<file path="config.mk">
export PLATFORM = sky130hd
export DESIGN_NAME = timer_three_control
export DESIGN_NICKNAME = d
export VERILOG_FILES = /design/src/logic/slow_clock_sync.v /design/src/logic/timer_three_control.v
export VERILOG_INCLUDE_DIRS = /design/src /design/src/inc
export SDC_FILE = /design/constraint.sdc
export NUM_CORES = 1
export LEC_CHECK = 0
export ABC_AREA = 1
export BUFFER_PORTS_ARGS = -buffer_cell sky130_fd_sc_hd__buf_2
export CAP_MARGIN = 20
export CORE_ASPECT_RATIO = 1.4
export CORE_MARGIN = 2
export CORE_UTILIZATION = 50
export CTS_CLUSTER_SIZE = 10
export DETAILED_ROUTE_END_ITERATION = 8
export PLACE_DENSITY = 0.66
export SLEW_MARGIN = 10
export SYNTH_ARGS = -nofsm -noshare
export SYNTH_HDL_FRONTEND = slang
export SYNTH_HIERARCHICAL = 1
export SYNTH_SLANG_ARGS = --single-unit
</file>
<file path="constraint.sdc">
create_clock -name ref_clk -period 4.5 [get_ports ref_clk]
set_input_delay 0.9 -clock ref_clk [delete_from_list [all_inputs] [get_ports ref_clk]]
set_output_delay 0.9 -clock ref_clk [all_outputs]
set_load 0.05 [all_outputs]
</file>
<file path="src/inc/timer_three_map.vh">
`ifndef TIMER_THREE_MAP_VH
`define TIMER_THREE_MAP_VH
// ==================================================
// register addresses on the special-function bus
`define T3_CTRL_ADDR      8'h91
`define T3_RLL_ADDR       8'h92
`define T3_RLH_ADDR       8'h93
`define T3_CNTL_ADDR      8'h94
`define T3_CNTH_ADDR      8'h95
// ==================================================
// control register fields
`define T3_HI_FLAG_BIT    7
`define T3_LO_FLAG_BIT    6
`define T3_LO_IRQ_EN_BIT  5
`define T3_CAP_EN_BIT     4
`define T3_SPLIT_BIT      3
`define T3_RUN_BIT        2
`define T3_ALT_CLK_HI     1
`define T3_ALT_CLK_LO     0
`define T3_CTRL_RESET     8'h00
`define T3_BYTE_RESET     8'h00
// ==================================================
// alternate clock encodings and dividers
`define T3_ALT_SYS12      2'b00
`define T3_ALT_EXT8       2'b01
`define T3_ALT_LFO8       2'b11
`define T3_SYS_DIV        4'd12
`define T3_SLOW_DIV       3'd7
`endif

</file>
<file path="src/logic/slow_clock_sync.v">
`timescale 1ns/1ps
`include "timer_three_map.vh"
// ==================================================
// two-flop synchroniser with divide-by-eight and falling-edge detect
module slow_clock_sync (
   ref_clk,
   resetn,
   async_in,
   div8_tick,
   fall_tick
);
   input  wire ref_clk;
   input  wire resetn;
   input  wire async_in;
   output reg  div8_tick;
   output reg  fall_tick;

   reg       meta_q;
   reg       sync_q;
   reg       prev_q;
   reg [2:0] div_q;

   // only sync_q is read beyond the first stage
   always @(posedge ref_clk) begin
      if (!resetn) begin
         meta_q    <= 1'b0;
         sync_q    <= 1'b0;
         prev_q    <= 1'b0;
         div_q     <= 3'd0;
         div8_tick <= 1'b0;
         fall_tick <= 1'b0;
      end else begin
         meta_q    <= async_in;
         sync_q    <= meta_q;
         prev_q    <= sync_q;
         fall_tick <= prev_q & ~sync_q;
         div8_tick <= 1'b0;
         if (sync_q & ~prev_q) begin
            div_q <= div_q + 3'd1;
            if (div_q == `T3_SLOW_DIV)
               div8_tick <= 1'b1;
         end
      end
   end
endmodule // slow_clock_sync

</file>
<file path="src/logic/timer_three_control.v">
`timescale 1ns/1ps
`include "timer_three_map.vh"
module timer_three_control (
   ref_clk,
   resetn,
   sfr_addr,
   sfr_wr,
   sfr_wdata,
   sfr_rdata,
   timer_irq_enable,
   high_byte_clock_pick,
   low_byte_clock_pick,
   ext_clk_in,
   low_freq_osc,
   timer_irq_req
);
   input  wire       ref_clk;
   input  wire       resetn;
   input  wire [7:0] sfr_addr;
   input  wire       sfr_wr;
   input  wire [7:0] sfr_wdata;
   output reg  [7:0] sfr_rdata;
   input  wire       timer_irq_enable;
   input  wire       high_byte_clock_pick;
   input  wire       low_byte_clock_pick;
   input  wire       ext_clk_in;
   input  wire       low_freq_osc;
   output reg        timer_irq_req;

   // ==================================================
   // register state
   // count and reload bytes live here, each reached through its own address
   reg       high_overflow_flag_q;
   reg       low_overflow_flag_q;
   reg       low_byte_irq_enable_q;
   reg       lfo_capture_enable_q;
   reg       split_mode_select_q;
   reg       run_control_q;
   reg [1:0] alt_clock_select_q;
   reg [7:0] count_low_byte_q;
   reg [7:0] count_high_byte_q;
   reg [7:0] reload_low_byte_q;
   reg [7:0] reload_high_byte_q;
   reg [3:0] sys_div_q;
   reg       sys12_tick_q;

   wire ext8_tick;
   wire lfo8_tick;
   wire lfo_fall;

   // ==================================================
   // slow sources
   // both slow inputs are asynchronous pins; each passes two flip-flops in the
   // sync module before anything here reads it, so ticks arrive a few system
   // clocks late, and a pin rate near the system clock is lost, not glitched
   // synchronise slow sources
   slow_clock_sync ext_sync (
      .ref_clk   (ref_clk),
      .resetn    (resetn),
      .async_in  (ext_clk_in),
      .div8_tick (ext8_tick),
      .fall_tick ()
   );

   slow_clock_sync lfo_sync (
      .ref_clk   (ref_clk),
      .resetn    (resetn),
      .async_in  (low_freq_osc),
      .div8_tick (lfo8_tick),
      .fall_tick (lfo_fall)
   );

   // divide-by-twelve enable from the system clock
   // the divider runs free of the run bit, so the first tick after a start
   // may land anywhere within twelve system clocks
   always @(posedge ref_clk) begin
      if (!resetn) begin
         sys_div_q    <= 4'd0;
         sys12_tick_q <= 1'b0;
      end else begin
         sys12_tick_q <= (sys_div_q == `T3_SYS_DIV - 4'd1);
         if (sys_div_q == `T3_SYS_DIV - 4'd1)
            sys_div_q <= 4'd0;
         else
            sys_div_q <= sys_div_q + 4'd1;
      end
   end

   // ==================================================
   // clock selection
   reg  alt_tick;
   // the reserved code gives no tick at all: a timer parked on it holds its
   // value instead of counting from an undefined source
   // alternate source decode; reserved code never ticks
   always @* begin
      case (alt_clock_select_q)
         `T3_ALT_SYS12: alt_tick = sys12_tick_q;
         `T3_ALT_EXT8:  alt_tick = ext8_tick;
         `T3_ALT_LFO8:  alt_tick = lfo8_tick;
         default:       alt_tick = 1'b0;
      endcase
   end

   // a pick bit of one ignores the alternate field; in 16-bit mode the low
   // byte's pick sets the pace of the whole counter
   // per-byte pick between system clock and alternate
   wire lo_tick = low_byte_clock_pick ? 1'b1 : alt_tick;
   wire hi_tick = high_byte_clock_pick ? 1'b1 : alt_tick;

   // ==================================================
   // counting
   // split bit picks structure
   // run bit gates the whole counter, or the high byte only in split mode
   wire lo_step = split_mode_select_q ? lo_tick : (run_control_q & lo_tick);
   wire hi_step = split_mode_select_q ? (run_control_q & hi_tick) : 1'b0;
   // a wrap is the cycle in which a byte at all ones takes a step; in 16-bit
   // mode only the low byte steps and the high byte follows its carry, so the
   // whole-counter wrap needs both bytes at all ones together
   wire lo_wrap = lo_step & (count_low_byte_q == 8'hff);
   wire w16     = ~split_mode_select_q & lo_wrap & (count_high_byte_q == 8'hff);
   wire hi_wrap = split_mode_select_q ? (hi_step & (count_high_byte_q == 8'hff)) : w16;

   // ==================================================
   // register bus decode
   // one write strobe per mapped address; other addresses are ignored
   wire wr_ctrl = sfr_wr & (sfr_addr == `T3_CTRL_ADDR);
   wire wr_rll  = sfr_wr & (sfr_addr == `T3_RLL_ADDR);
   wire wr_rlh  = sfr_wr & (sfr_addr == `T3_RLH_ADDR);
   wire wr_cntl = sfr_wr & (sfr_addr == `T3_CNTL_ADDR);
   wire wr_cnth = sfr_wr & (sfr_addr == `T3_CNTH_ADDR);
   wire capture = lfo_capture_enable_q & lfo_fall;

   // counter bytes; hardware stepping wins over a same-cycle software write
   // a write in the cycle that the byte steps is dropped, so that a running
   // timer never loses a tick; software should stop the timer before loading it
   always @(posedge ref_clk) begin
      if (!resetn) begin
         count_low_byte_q  <= `T3_BYTE_RESET;
         count_high_byte_q <= `T3_BYTE_RESET;
      end else begin
         if (split_mode_select_q) begin
            // split mode: two separate timers that share only the clock field
            // low byte reloads from its own reload byte
            if (lo_wrap)
               count_low_byte_q <= reload_low_byte_q;
            else if (lo_step)
               count_low_byte_q <= count_low_byte_q + 8'd1;
            else if (wr_cntl)
               count_low_byte_q <= sfr_wdata;
            // high byte reloads from its own reload byte
            if (hi_wrap)
               count_high_byte_q <= reload_high_byte_q;
            else if (hi_step)
               count_high_byte_q <= count_high_byte_q + 8'd1;
            else if (wr_cnth)
               count_high_byte_q <= sfr_wdata;
         end else begin
            // 16-bit mode: the high byte moves only on the low byte's carry
            // full wrap loads the reload pair
            if (w16) begin
               count_low_byte_q  <= reload_low_byte_q;
               count_high_byte_q <= reload_high_byte_q;
            end else if (lo_step) begin
               count_low_byte_q <= count_low_byte_q + 8'd1;
               if (lo_wrap)
                  count_high_byte_q <= count_high_byte_q + 8'd1;
            end else begin
               if (wr_cntl)
                  count_low_byte_q <= sfr_wdata;
               if (wr_cnth)
                  count_high_byte_q <= sfr_wdata;
            end
         end
      end
   end

   // reload bytes, with capture taking the live count
   // capture outranks a write here, since the captured value is the measurement
   // and a stale write landing on top of it would corrupt it silently
   always @(posedge ref_clk) begin
      if (!resetn) begin
         reload_low_byte_q  <= `T3_BYTE_RESET;
         reload_high_byte_q <= `T3_BYTE_RESET;
      end else if (capture) begin
         reload_low_byte_q  <= count_low_byte_q;
         reload_high_byte_q <= count_high_byte_q;
      end else begin
         if (wr_rll)
            reload_low_byte_q <= sfr_wdata;
         if (wr_rlh)
            reload_high_byte_q <= sfr_wdata;
      end
   end

   // ==================================================
   // control register and flags
   // capture mode measures the oscillator, so its edge raises the high flag
   // exactly as an overflow would and shares the same interrupt path
   wire hi_set = hi_wrap | capture;
   reg  high_overflow_flag_d;
   reg  low_overflow_flag_d;

   // a write that clears a flag in the cycle the flag is set again is dropped,
   // so an overflow can never vanish between software reading and clearing it
   // hardware set wins
   always @* begin
      high_overflow_flag_d = high_overflow_flag_q;
      low_overflow_flag_d  = low_overflow_flag_q;
      if (wr_ctrl) begin
         high_overflow_flag_d = sfr_wdata[`T3_HI_FLAG_BIT];
         low_overflow_flag_d  = sfr_wdata[`T3_LO_FLAG_BIT];
      end
      if (hi_set)
         high_overflow_flag_d = 1'b1;
      if (lo_wrap)
         low_overflow_flag_d = 1'b1;
   end

   // fields change only on a control write; flags follow their next value
   always @(posedge ref_clk) begin
      if (!resetn) begin
         high_overflow_flag_q  <= 1'b0;
         low_overflow_flag_q   <= 1'b0;
         low_byte_irq_enable_q <= 1'b0;
         lfo_capture_enable_q  <= 1'b0;
         split_mode_select_q   <= 1'b0;
         run_control_q         <= 1'b0;
         alt_clock_select_q    <= 2'b00;
      end else begin
         if (wr_ctrl) begin
            low_byte_irq_enable_q <= sfr_wdata[`T3_LO_IRQ_EN_BIT];
            lfo_capture_enable_q  <= sfr_wdata[`T3_CAP_EN_BIT];
            split_mode_select_q   <= sfr_wdata[`T3_SPLIT_BIT];
            run_control_q         <= sfr_wdata[`T3_RUN_BIT];
            alt_clock_select_q    <= sfr_wdata[`T3_ALT_CLK_HI:`T3_ALT_CLK_LO];
         end
         high_overflow_flag_q <= high_overflow_flag_d;
         low_overflow_flag_q  <= low_overflow_flag_d;
      end
   end

   // ==================================================
   // interrupt request and read-back
   // the request also looks at this cycle's set, so it rises together with the
   // flag register rather than one cycle behind it; it falls only once software
   // has cleared the flag or the enable is withdrawn
   // high flag request; low flag request; capture sets high flag
   always @(posedge ref_clk) begin
      if (!resetn)
         timer_irq_req <= 1'b0;
      else
         timer_irq_req <= timer_irq_enable &
                          ((high_overflow_flag_q | hi_set) |
                           (low_byte_irq_enable_q & (low_overflow_flag_q | lo_wrap)));
   end

   // control byte as software sees it, flags in the top two bits
   wire [7:0] ctrl_byte = {high_overflow_flag_q, low_overflow_flag_q, low_byte_irq_enable_q,
                           lfo_capture_enable_q, split_mode_select_q, run_control_q,
                           alt_clock_select_q};

   reg [7:0] rd_mux;
   // unmapped addresses read as zero
   always @* begin
      case (sfr_addr)
         `T3_CTRL_ADDR: rd_mux = ctrl_byte;
         `T3_RLL_ADDR:  rd_mux = reload_low_byte_q;
         `T3_RLH_ADDR:  rd_mux = reload_high_byte_q;
         `T3_CNTL_ADDR: rd_mux = count_low_byte_q;
         `T3_CNTH_ADDR: rd_mux = count_high_byte_q;
         default:       rd_mux = 8'h00;
      endcase
   end

   // registering the read data keeps the mux off the bus timing path; the cost
   // is one cycle of latency that the bus master must allow for, and a count
   // read while running shows the value of the cycle the address was presented
   // registered read data, one cycle after the address
   always @(posedge ref_clk) begin
      if (!resetn)
         sfr_rdata <= 8'h00;
      else
         sfr_rdata <= rd_mux;
   end
endmodule // timer_three_control

</file>
# [Word-level counts from Yosys, hierarchy flattened]
# Index checks and enable logic that the tools add are counted.
[word_totals] register_bits=69 latchBits=0 ram_bits=0 romBits=0 input_bits=24 output_inout_bits=9 elab_cells=107 n_memories=0
[classes] addsub=5 n_mul=0 div_mod_pow=0 magnitude_cmp=0 eq_ne=13 shift=0 mux=29 bitwise_logic=26 n_reduce_logical=8
[ops] op="$mux W8" n=16
[ops] op="$eq A8 B8 Y1 const B" n=7
[ops] op="$pmux W8 S5" n=1
[ops] op="$and A1 B1 Y1" n=17
[ops] op="$add A8 B1 Y8 const B" n=2
[ops] op="$mux W1" n=11
[ops] op="$reduce_bool A2 Y1" n=4
[ops] op="$add A3 B1 Y3 const B" n=2
[ops] op="$eq A3 B3 Y1 const B" n=2
[ops] op="$not A1 Y1" n=5
[ops] op="$add A4 B1 Y4 const B" n=1
[ops] op="$eq A4 B4 Y1 const B" n=1
[ops] op="$ne A4 B2 Y1 const B" n=1
[ops] op="$or A1 B1 Y1" n=4
[ops] op="$reduce_and A2 Y1" n=2
[ops] op="$pmux W1 S3" n=1
[ops] op="$eq A2 B1 Y1 const B" n=1
[ops] op="$eq A2 B2 Y1 const B" n=1
[ops] op="$logic_not A2 Y1" n=1
[ops] op="$reduce_or A2 Y1" n=1

# [Longest topological paths before layout]
# Gate-level depths: netlist of the first run.
[depth] word_depth=13 ltp_mapped=13

# [Modules after synthesis]
# The synthesis of the first run kept the hierarchy.
[modules_own_cells] module="timer_three_control" instances=1 cells_each=521 area_per_inst_um2=3393.3 seq_area_each_um2=1081.0
[modules_own_cells] module="slow_clock_sync" instances=2 cells_each=37 area_per_inst_um2=292.8 seq_area_each_um2=160.2

# [Least setup slack after synthesis of the first run]
# No wires, ideal clock.
[synth_path] kind="in2reg" startpoint="input port sfr_addr[5]" endpoint="register run_control_q" arrival_time_ns=1.948 required_ns=4.370 path_slack_ns=2.422 cell_stages=9 cell_sequence="inv_2 nand2_2 nor2_8 nand4_2 or2_1 buf_2 buf_6 o21ai_1 a21oi_1"
[synth_between] elab_chain_len=2
[synth_lines] item="from (decl)" line_no="timer_three_control.v:19" source="input wire [7:0] sfr_addr;"
[synth_lines] item="$eq A8 B8 Y1"
[synth_lines] item="$and A1 B1 Y1" line_no="timer_three_control.v:126" source="wire wr_ctrl = sfr_wr & (sfr_addr == `T3_CTRL_ADDR);"
[synth_lines] item="to (signal assigned)" line_no="timer_three_control.v:234" source="run_control_q <= sfr_wdata[`T3_RUN_BIT];"
[synth_lines] item="to (decl)" line_no="timer_three_control.v:38" source="reg run_control_q;"
# No other way between the ends.
# A chain may end at the register's enable or synchronous reset.

# [Worst setup path after layout of the first run]
[layout_path] startpoint="register split_mode_select_q" endpoint="register count_high_byte_q[1]"
[layout_between] elab_chain_len=7 word_cells_on_any_way=14 cone_classes="eq/ne (1); mux (8); bitwise (5)"
[layout_lines] item="from (decl)" line_no="timer_three_control.v:37" source="reg split_mode_select_q;"
[layout_lines] item="from (signal assigned)" line_no="timer_three_control.v:233" source="split_mode_select_q <= sfr_wdata[`T3_SPLIT_BIT];"
[layout_lines] item="$mux W1" line_no="timer_three_control.v:114" source="wire lo_step = split_mode_select_q ? lo_tick : (run_control_q & lo_tick);"
[layout_lines] item="$and A1 B1 Y1" line_no="timer_three_control.v:119" source="wire lo_wrap = lo_step & (count_low_byte_q == 8'hff);"
[layout_lines] item="$and A1 B1 Y1 (2 in a row)" line_no="timer_three_control.v:120" source="wire w16 = ~split_mode_select_q & lo_wrap & (count_high_byte_q == 8'hff);"
[layout_lines] item="$mux W1" line_no="timer_three_control.v:121" source="wire hi_wrap = split_mode_select_q ? (hi_step & (count_high_byte_q == 8'hff)) : w16;"
[layout_lines] item="$mux W8" line_no="timer_three_control.v:151" source="if (hi_wrap)"
[layout_lines] item="$mux W8" line_no="timer_three_control.v:141" source="if (split_mode_select_q) begin"
[layout_lines] item="to (signal assigned)" line_no="timer_three_control.v:152" source="count_high_byte_q <= reload_high_byte_q;"
[layout_lines] item="to (signal assigned)" line_no="timer_three_control.v:154" source="count_high_byte_q <= count_high_byte_q + 8'd1;"
[layout_lines] item="to (signal assigned)" line_no="timer_three_control.v:156" source="count_high_byte_q <= sfr_wdata;"
[layout_lines] item="to (decl)" line_no="timer_three_control.v:41" source="reg [7:0] count_high_byte_q;"
# Parallel ways exist; a longest one is shown, timed or not.

==> results.md, run 1 <==
- Psw: 0.2920 mW
- CTS root buf: clkbuf_8
- Share of layout cells above drive strength 1: around 13%
- Post-route insts no fill: 727
- Die Footprint: 8640 sq um
- CP bufs+invs: 2
- Antenna violations before repair: 0
- First-pass GRT wire length: 18.46 mm
- Placed cells: around 700
- Resize count post-CTS: 0
- Initial Utilization: 51.30%
- Drt first-iter violations: around 330
- Post-CTS setup buffer count: 0
- Routed Antenna Nets: 0
- Static leakage: 1.876 nW
- H-tree depth: 3
- Chip width: 79.13 um
- Yosys warnings: 6
- Setup TNS Final: 0 ns
- # port buffers: 32
- Final setup skew: 0.01242 ns
- Site Rows: 38
- Slew headroom: 51.33%
- Mean Syn Cell Area: 6.674 sq um
- Post-place setup slack: 2.015 ns
- R2R setup slack: 2.34 ns
- Worst skew pair latency: approximately 0.36 ns
- Maximum VDD drop: 0.2296 mV
- Overall routed net length: 11.55 mm
- Critical path class: reg -> reg
- Hpwl dp: 8.701 mm
- Crit-path max cell delay: roughly 0.66 ns
- Final Core Density: 56.48%
- Number of global-route vias before repair: 3,810
- Family with the most delay on the worst path: simple AND/OR/NAND/NOR gates
- Fmax: between 400 and 500 MHz
- Clock period minus worst slack: 2.155 ns
- # diodes: 0
- Syn Inst Count: 592
- DR vias/cell: roughly 5.6
- Commonest non-fill, non-tap cell in the layout: nand2_1
- Power per cell area: 276.5 nW/um^2
- Worst Path Arrival: 2.40 ns
- Required time of the critical path: 4.75 ns
- Worst Tran Pin Value: about 0.73 ns
- Min-delay worst type: reg -> reg
- Sequential group share of total power: 51.9%
- Final Worst Setup Slack: 2.345 ns
- Fin. max-slew vios: 0
- Final setup viols: 0
- Hold Buf Count CTS: 0
- Most used cell, CP: nor2_1
- Most frequent cells in the layout: 121 x nand2_1, 75 x nor2_1, 71 x inv_1
- All-Layer GR Usage: between 20% and 30%
- Top-level port count: 33
- CTS tree: yes
- Logic gate share of total power: under 10%
- # DRC: 0
- Crit-path max FO: 12
- Post-Syn Area: 3951 sq um
- Grt total ovfl: 0
- Area delta synth->final: 10.10%
- RSZ-0062 raised after global routing: false
- Clock sink count: between 60 and 70
- CTS clk-pin slew, worst paths: 0.08 ns
- CP Launch Type: flop
- Die H: 109.2 um
- Int Power: 0.9109 mW
- Switching Share: between 20% and 30%
- Cts bufs inserted: 9
- Nets: 653
- CP endpoint kind: flop
- Final hold vios: 0
- Outcome: complete, no violations
- Final worst-path cycle share: 47.89%
- Max Buffers Root-to-Sink: 2
- Clock power share: 42.2%
- Core Box Area: 7702 sq um
- Max-Cap Viols: 0
- Largest net degree at the start of global routing: 38
- Crit-path cells: clkinv_1 > nand3_2 > nand2_4 > nand2_2 > clkinv_1 > nor2_1 > nor2_1 > nor2_1 > nor2_1
- Fin Hold WS: 0.4145 ns
- Via count: 4,046
- GPL Wtd Cong: 0.9644
- Syn Nets: 623
- Drt first pass iters: 6
- Slowest stage cell, crit path: dfxtp_1
- Routed wire per std cell: 15.88 um
## state kept, by name, summed over array words and instances (netlist names), 2 cells and up
name / count
count_high_byte_q: 8
count_low_byte_q: 8
reload_high_byte_q: 8
reload_low_byte_q: 8
sfr_rdata: 8
sys_div_q: 4
ext_sync/div_q: 3
lfo_sync/div_q: 3
alt_clock_select_q: 2
## final timing paths
path                                         start                                end  depth (start not counted)
setup / recovery  split_mode_select_q$_SDFFE_PN0P_  count_high_byte_q[1]$_SDFFE_PN0P_                          9
setup reg to reg  split_mode_select_q$_SDFFE_PN0P_  count_high_byte_q[1]$_SDFFE_PN0P_                          9
hold / removal          lfo_sync/meta_q$_SDFF_PN0_         lfo_sync/sync_q$_SDFF_PN0_                          2
hold reg to reg         lfo_sync/meta_q$_SDFF_PN0_         lfo_sync/sync_q$_SDFF_PN0_                          2
## metrics by stage
step                      power [mW]  area (sq um)
final                          1.203          4350
after global routing           1.252          4350
after CTS                      1.211          4350
after detailed placement      0.7079          4158
after global placement        0.7061          4158
after floorplan               0.6786          3951
## power groups by stage
stage / logic, mW / clock network (mW) / registers (mW)
after floorplan: 0.0417 / 0 / 0.637
after global placement: 0.0681 / 0 / 0.638
after detailed placement: 0.0697 / 0 / 0.638
after CTS: 0.0698 / 0.517 / 0.624
after global routing: 0.0794 / 0.548 / 0.625
final: 0.0707 / 0.508 / 0.624
## cell type report
| cell class | count | area, sq um |
|---|---|---|
| Clock buffer | 12 | 145.1 |
| Timing Repair Buffer | 32 | 160.2 |
| Fill cell | 781 | 3352 |
| Inverter | 83 | 311.5 |
| Multi-Input combinational cell | 427 | 2180 |
| Clock inverter | 4 | 47.55 |
| Tap cell | 100 | 125.1 |
| Sequential cell | 69 | 1381 |
## worst register-to-register path, delay by kind of cell, from the launching register on
kind,cells,cell delay (ns)
AND/OR/NAND/NOR,7,0.80
buffers and inverters,2,0.58
flip-flops,1,0.66
## layer usage
layer / global-route usage (%) / share of wire [%]
met1: 31.58 / 39
met2: 49.39 / 51
met3: 4.719 / 5.5
met4: 16.26 / 4.9
met5: 0 / 0
(Power assumes the default switching activity.)
==> run 2, diff against run 1 <==
PLACE_DENSITY = 0.68   (was 0.66)
clock period = 1.85 ns   (was 4.5 ns; I/O delays follow)
==> run 2 against run 1 <==
  * Register-to-register slack worse by 2.3 ns
  * Sequential power grew 140%
  * Clock-buffer cell count down 1
  * Sequential share of layout area is 1.8 points lower
  * Maximum frequency grew 22%
  * Clock skew is 0.0030 ns lower
  * Clock power is 140% higher
  * Critical path type unchanged
  * Largest cell class unchanged
==> results.md, run 2 (synthesis gave the netlist of run 1 again) <==
- Psw: 0.6731 mW (+130%)
- Outcome: complete, no violations
- Final hold vios: 0 (unchanged)
- Fin Hold WS: 0.1994 ns (-0.2151 ns)
- Routed wire per std cell: 15.94 um (+0.38%)
- CTS tree: yes
- Int Power: 2.237 mW (+150%)
- Post-place setup slack: -0.03868 ns (-2.053 ns)
- Grt total ovfl: 0 (unchanged)
- Top-level port count: 33 (unchanged)
- Maximum VDD drop: 0.6384 mV (+180%)
- Via count: 4,116 (+1.7%)
- Clock sink count: 69 (unchanged)
- Min-delay worst type: in -> reg
- Chip width: 79.13 um (unchanged)
- Hold Buf Count CTS: 0 (unchanged)
- Slowest stage cell, crit path: dfxtp_1
- CP Launch Type: flop
- DR vias/cell: 5.459 (-1.9%)
- Worst skew pair latency: 0.36 ns (about the same)
- Max-Cap Viols: 0 (unchanged)
- Critical path class: reg -> reg
- Die Footprint: 8640 sq um (unchanged)
- Fin. max-slew vios: 0 (unchanged)
- Final worst-path cycle share: 95.51% (+48 points)
- Clock period minus worst slack: 1.767 ns (-0.3883 ns)
- Static leakage: 2.017 nW (+7.5%)
- Die H: 109.2 um (unchanged)
- CTS root buf: clkbuf_8
- Fmax: 566.0 MHz (+22%)
- Hpwl dp: 9.389 mm (+7.9%)
- Site Rows: 38 (unchanged)
- Worst Path Arrival: 2.07 ns (-0.33 ns)
- Final setup skew: 0.009442 ns (-0.002973 ns)
- Final setup viols: 0 (unchanged)
- Switching Share: 23.13% (-1.1 points)
- M3 GR Usage: 5.712% (+0.99 points)
- Final Worst Setup Slack: 0.08315 ns (-2.262 ns)
- Crit-path cells: buf_4 > inv_1 > nor2_2 > nand3_1 > nand2_1 > nand4_1 > nand2_1 > nand2_1 > a21oi_1 > nor2_2 > nor2_1
- CP endpoint kind: flop
- Routed Antenna Nets: 0 (unchanged)
- Commonest non-fill, non-tap cell in the layout: nand2_1
- Core Box Area: 7702 sq um (unchanged)
- Met1 usage: 31.67% (+0.087 points)
- Crit-path max FO: 4 (-8)
- First-pass GRT wire length: 19.45 mm (+5.4%)
- Number of global-route vias before repair: 4,102 (+7.7%)
- Drt first pass iters: 5 (-1)
- Slew headroom: 59.84% (+8.5 points)
- All-Layer GR Usage: 29.84% (+1.8 points)
- Most frequent cells in the layout: 121 x nand2_1, 73 x nor2_1, 69 x inv_1, 69 x dfxtp_1, 48 x a21oi_1
- Worst Tran Pin Value: 0.6023 ns (-0.1278 ns)
- Power per cell area: 631.6 nW/um^2 (+130%)
- Placed cells: 741 (+4.2%)
- CTS clk-pin slew, worst paths: 0.07 ns (about the same)
- # diodes: 0 (unchanged)
- Setup TNS Final: 0 ns (unchanged)
- Clock power share: 41.6% (-0.6 points)
- Share of layout cells above drive strength 1: 18.35% (+5.0 points)
- Post-route insts no fill: 754 (+3.7%)
- # port buffers: 32 (unchanged)
- Crit-path max cell delay: 0.38 ns (-0.28 ns)
- Largest net degree at the start of global routing: 29 (-24%)
- Nets: 683 (+4.6%)
- # DRC: 0 (unchanged)
- Max Buffers Root-to-Sink: 2 (unchanged)
- Cts bufs inserted: 9 (unchanged)
- GPL Wtd Cong: 1.026 (+6.3%)
- M2 GR Usage: 54.00% (+4.6 points)
- H-tree depth: 3 (unchanged)
- Final Core Density: 59.81% (+3.3 points)
- Most used cell, CP: nand2_1
- Sequential group share of total power: 52.2% (+0.3 points)
- Initial Utilization: 51.30% (unchanged)
- Overall routed net length: 12.02 mm (+4.1%)
- Required time of the critical path: 2.15 ns (-2.60 ns)
- Antenna violations before repair: 0 (unchanged)
- GRT Max-Usage Layer: met2
- Drt first-iter violations: 274 (-16%)
- Post-CTS setup buffer count: 0 (unchanged)
- Logic gate share of total power: 6.2% (+0.3 points)
- Area delta synth->final: 16.59%
[run 2: changes by cell type in the layout (fill, tap and decap cells not counted), sizes merged]
cell / delta
clkbuf: -1
buf: +30
clkinvlp: -1
clkinv: -1
[run 2: final timing paths]
check / from / endpoint / slack, ns / depth (start not counted)
min reg2reg: ext_sync/meta_q$_SDFF_PN0_ / ext_sync/sync_q$_SDFF_PN0_ / 0.42 / 2
min: ext_clk_in / ext_sync/meta_q$_SDFF_PN0_ / 0.20 / 3
max reg2reg: count_high_byte_q[0]$_SDFFE_PN0P_ / count_high_byte_q[7]$_SDFFE_PN0P_ / 0.08 / 11
max: count_high_byte_q[0]$_SDFFE_PN0P_ / count_high_byte_q[7]$_SDFFE_PN0P_ / 0.08 / 11
[run 2: power by group through the flow]
stage	registers [mW]	logic, mW	clock network, mW
after floorplan	1.55	0.101	0
after global routing	1.52	0.204	1.30
after CTS	1.52	0.178	1.24
final	1.52	0.180	1.21
after global placement	1.55	0.173	0
after detailed placement	1.55	0.178	0
[run 2: critical path, delay by kind of cell (launching register included)]
kind | cells | cell delay, ns
buf+inv | 2 | 0.25
flops | 1 | 0.38
compound gates | 1 | 0.17
simple gates | 8 | 0.89
[run 2: final cells by class]
type	count	area [sq um]
clock buffers	11	151.4
clock inverters	2	35.03
fillers	775	3095
inverters	83	311.5
multi-input cells	427	2217
flip-flops and latches	69	1381
well taps	100	125.1
repair buffers	62	385.4
[run 2: per-stage QoR]
| stage | total power [mW] | cell area, sq um |
|---|---|---|
| after global routing | 3.023 | 4607 |
| after CTS | 2.933 | 4577 |
| after floorplan | 1.651 | 3951 |
| after detailed placement | 1.730 | 4383 |
| after global placement | 1.724 | 4383 |
| final | 2.910 | 4607 |
[run 2: repair_timing]
item,4_1_cts,5_1_grt
resized for setup,1,13
hold endpoints to repair,0,0
setup endpoints to repair,2,10
[run 2: routing by layer]
layer / vias up / part of all wire (%)
met5: - / 0
met4: 0 / 4.7
met3: 49 / 4.4
met2: 131 / 52
met1: 1874 / 39
li1: 2062 / -
==> run 3, diff against run 2 <==
CELL_PAD_IN_SITES_DETAIL_PLACEMENT = 0   (was not set)
CELL_PAD_IN_SITES_GLOBAL_PLACEMENT = 1   (was not set)
CORE_UTILIZATION = 39   (was 50)
PLACE_DENSITY = 0.73   (was 0.68)
==> run 3 against run 2 <==
  * Maximum frequency barely moved
  * Critical path depth did not move
  * Hold slack improved by 0.020 ns
  * Clock skew fell by 0.0016 ns
  * First-iteration DRC count fell by 11%
  * Sequential power barely moved
  * Die area rose by 27%
  * Clock power rose by 55%
  * Cell area rose by 5.5%
  * Non-clock buffer count rose by 9
  * Sequential share of layout area fell by 1.5 points
  * Critical path type unchanged
  * Critical endpoint is now count_high_byte_q[4]$_SDFFE_PN0P_
  * Largest cell class unchanged
  * Highest routed layer unchanged
==> results.md, run 3 (synthesis gave the netlist of run 1 again) <==
- Outcome: complete, no violations
- Clock sink count: 69 (unchanged)
- Core Box Area: 9899 sq um (+29%)
- Slew headroom: 62.62% (+2.8 points)
- # diodes: 0 (unchanged)
- Drt first-iter violations: 244 (-11%)
- FF-to-FF Start: count_high_byte_q[7]$_SDFFE_PN0P_
- Cts bufs inserted: 9 (unchanged)
- Top-level port count: 33 (unchanged)
- DR vias/cell: 5.151 (-5.6%)
- Clock period minus worst slack: 1.766 ns (-0.0006524 ns)
- Psw: 0.7970 mW (+18%)
- Worst skew pair latency: 0.33 ns (-0.03 ns)
- Critical path class: reg -> reg
- Final setup skew: 0.007864 ns (-0.001578 ns)
- Int Power: 2.788 mW (+25%)
- GPL Wtd Cong: 0.9409 (-8.2%)
- Fin Hold WS: 0.2193 ns (+0.01986 ns)
- H-tree depth: 3 (unchanged)
- CTS tree: yes
- Routed Antenna Nets: 0 (unchanged)
- Placed cells: 783 (+5.7%)
- Power per cell area: 737.5 nW/um^2 (+17%)
- Area delta synth->final: 23.02%
- Maximum VDD drop: 0.6471 mV (+1.4%)
- Setup crit start: count_high_byte_q[7]$_SDFFE_PN0P_
- CTS root buf: clkbuf_16
- First-pass GRT wire length: 19.78 mm (+1.7%)
- CTS clk-pin slew, worst paths: 0.05 ns (-0.02 ns)
- Fin. max-slew vios: 0 (unchanged)
- RSZ-0062 raised after global routing: false
- Number of global-route vias before repair: 3,931 (-4.2%)
- Hpwl dp: 9.856 mm (+5.0%)
- Site Rows: 43 (+13%)
- Crit-path max cell delay: 0.42 ns (+0.04 ns)
- # port buffers: 32 (unchanged)
- Worst Tran Pin Value: 0.5601 ns (-0.04226 ns)
- Family with the most delay on the worst path: simple AND/OR/NAND/NOR gates
- Final hold vios: 0 (unchanged)
- Crit-path cells: nand2_1 > nor2_1 > nand2_4 > nor2_8 > nand4_4 > inv_1 > nand2_1 > nand3_1 > nand2_1 > nor2_1 > nor2_1
- Final worst-path cycle share: 95.47% (about the same)
- Via count: 4,126 (+0.24%)
- Clock power share: 52.5% (+11 points)
- Routed wire per std cell: 15.60 um (-2.2%)
- Switching Share: 22.23% (-0.90 points)
- Initial Utilization: 39.91% (-11 points)
- Logic gate share of total power: 5.1% (-1.1 points)
- CP Launch Type: flop
- Drt first pass iters: 5 (unchanged)
- Final setup viols: 0 (unchanged)
- Commonest non-fill, non-tap cell in the layout: nand2_1
- CP endpoint kind: flop
- All-Layer GR Usage: 24.03% (-5.8 points)
- Hold Buf Count CTS: 0 (unchanged)
- Static leakage: 2.126 nW (+5.4%)
- Largest net degree at the start of global routing: 30 (+3.4%)
- Slowest stage cell, crit path: dfxtp_1
- Nets: 692 (+1.3%)
- Overall routed net length: 12.49 mm (+3.9%)
- Max-Cap Viols: 0 (unchanged)
- Share of layout cells above drive strength 1: 19.22% (+0.87 points)
- Antenna violations before repair: 0 (unchanged)
- # DRC: 0 (unchanged)
- Fmax: 566.2 MHz (about the same)
- Min-delay worst type: in -> reg
- Crit-path max FO: 6 (+2)
- Required time of the critical path: 2.07 ns (-0.08 ns)
- Most frequent cells in the layout: 121 x nand2_1, 75 x nor2_1, 71 x inv_1
- CP bufs+invs: 1 (-1)
- Grt total ovfl: 0 (unchanged)
- Die H: 123.1 um (+13%)
- Die Footprint: 10,960 sq um (+27%)
- Max Buffers Root-to-Sink: 2 (unchanged)
- Chip width: 89.07 um (+13%)
- Post-route insts no fill: 801 (+6.2%)
- Hold Crit Start: low_freq_osc
- Sequential group share of total power: 42.4% (-9.8 points)
- Worst Path Arrival: 1.99 ns (-0.08 ns)
-- run 3: power groups by stage --
stage               combinational, mW  clock (mW)  sequential (mW)
floorplan                       0.101           0             1.55
global placement                0.179           0             1.55
detailed placement              0.182           0             1.55
CTS                             0.182        1.91             1.52
global route                    0.209        1.97             1.52
finish                          0.184        1.88             1.52
-- run 3: worst paths after layout --
check	slack, ns	end	cells past startpoint
worst max-delay path	0.08	count_high_byte_q[4]$_SDFFE_PN0P_	11
worst min-delay path	0.22	lfo_sync/meta_q$_SDFF_PN0_	3
worst max register to register	0.08	count_high_byte_q[4]$_SDFFE_PN0P_	11
worst min register to register	0.42	lfo_sync/sync_q$_SDFF_PN0_	2
-- run 3: worst min-delay path, cell delays in order --
cell and delay [ns]:
buf_2 0.07, nand2_1 0.04, inv_1 0.04
-- run 3: routing by layer --
layer  up-vias  wire [um]  part of all wire [%]  global-route usage, %
li1       2074          -                     -                      -
met2       105       6275                    50                  40.76
met3        31        500                   4.0                  3.471
met4         0        491                   3.9                  12.13
met1      1916       5225                    42                  29.19
met5         -          0                     0                      0
-- run 3: final cells by class --
type                            count  area [sq um]
Inverter                           83         314.1
Multi-Input combinational cell    427          2203
Clock buffer                       11         242.7
Tap cell                          135         168.9
Fill cell                        1066          5039
Clock inverter                      5         83.83
Timing Repair Buffer               71         465.4
Sequential cell                    69          1383
-- run 3: what timing repair did --
| item | 4_1_cts | 5_1_grt |
|---|---|---|
| setup buffers | 0 | 2 |
| endpoints found under the setup margin | 1 | 7 |
| gates resized for setup | 1 | 6 |
| pin swaps | 0 | 1 |
-- run 3: stage by stage --
step | setup TNS (ns) | power (mW) | utilization, % | area, sq um | setup WS (ns)
floorplan | 0 | 1.651 | - | 3951 | 0.2641
global placement | 0 | 1.730 | 45.37 | 4492 | 0.0006353
detailed placement | -0.01040 | 1.734 | 45.37 | 4492 | -0.01040
CTS | 0 | 3.611 | 48.75 | 4826 | 0.08885
global route | 0 | 3.703 | 49.10 | 4861 | 0.003314
finish | 0 | 3.585 | 49.10 | 4861 | 0.08380
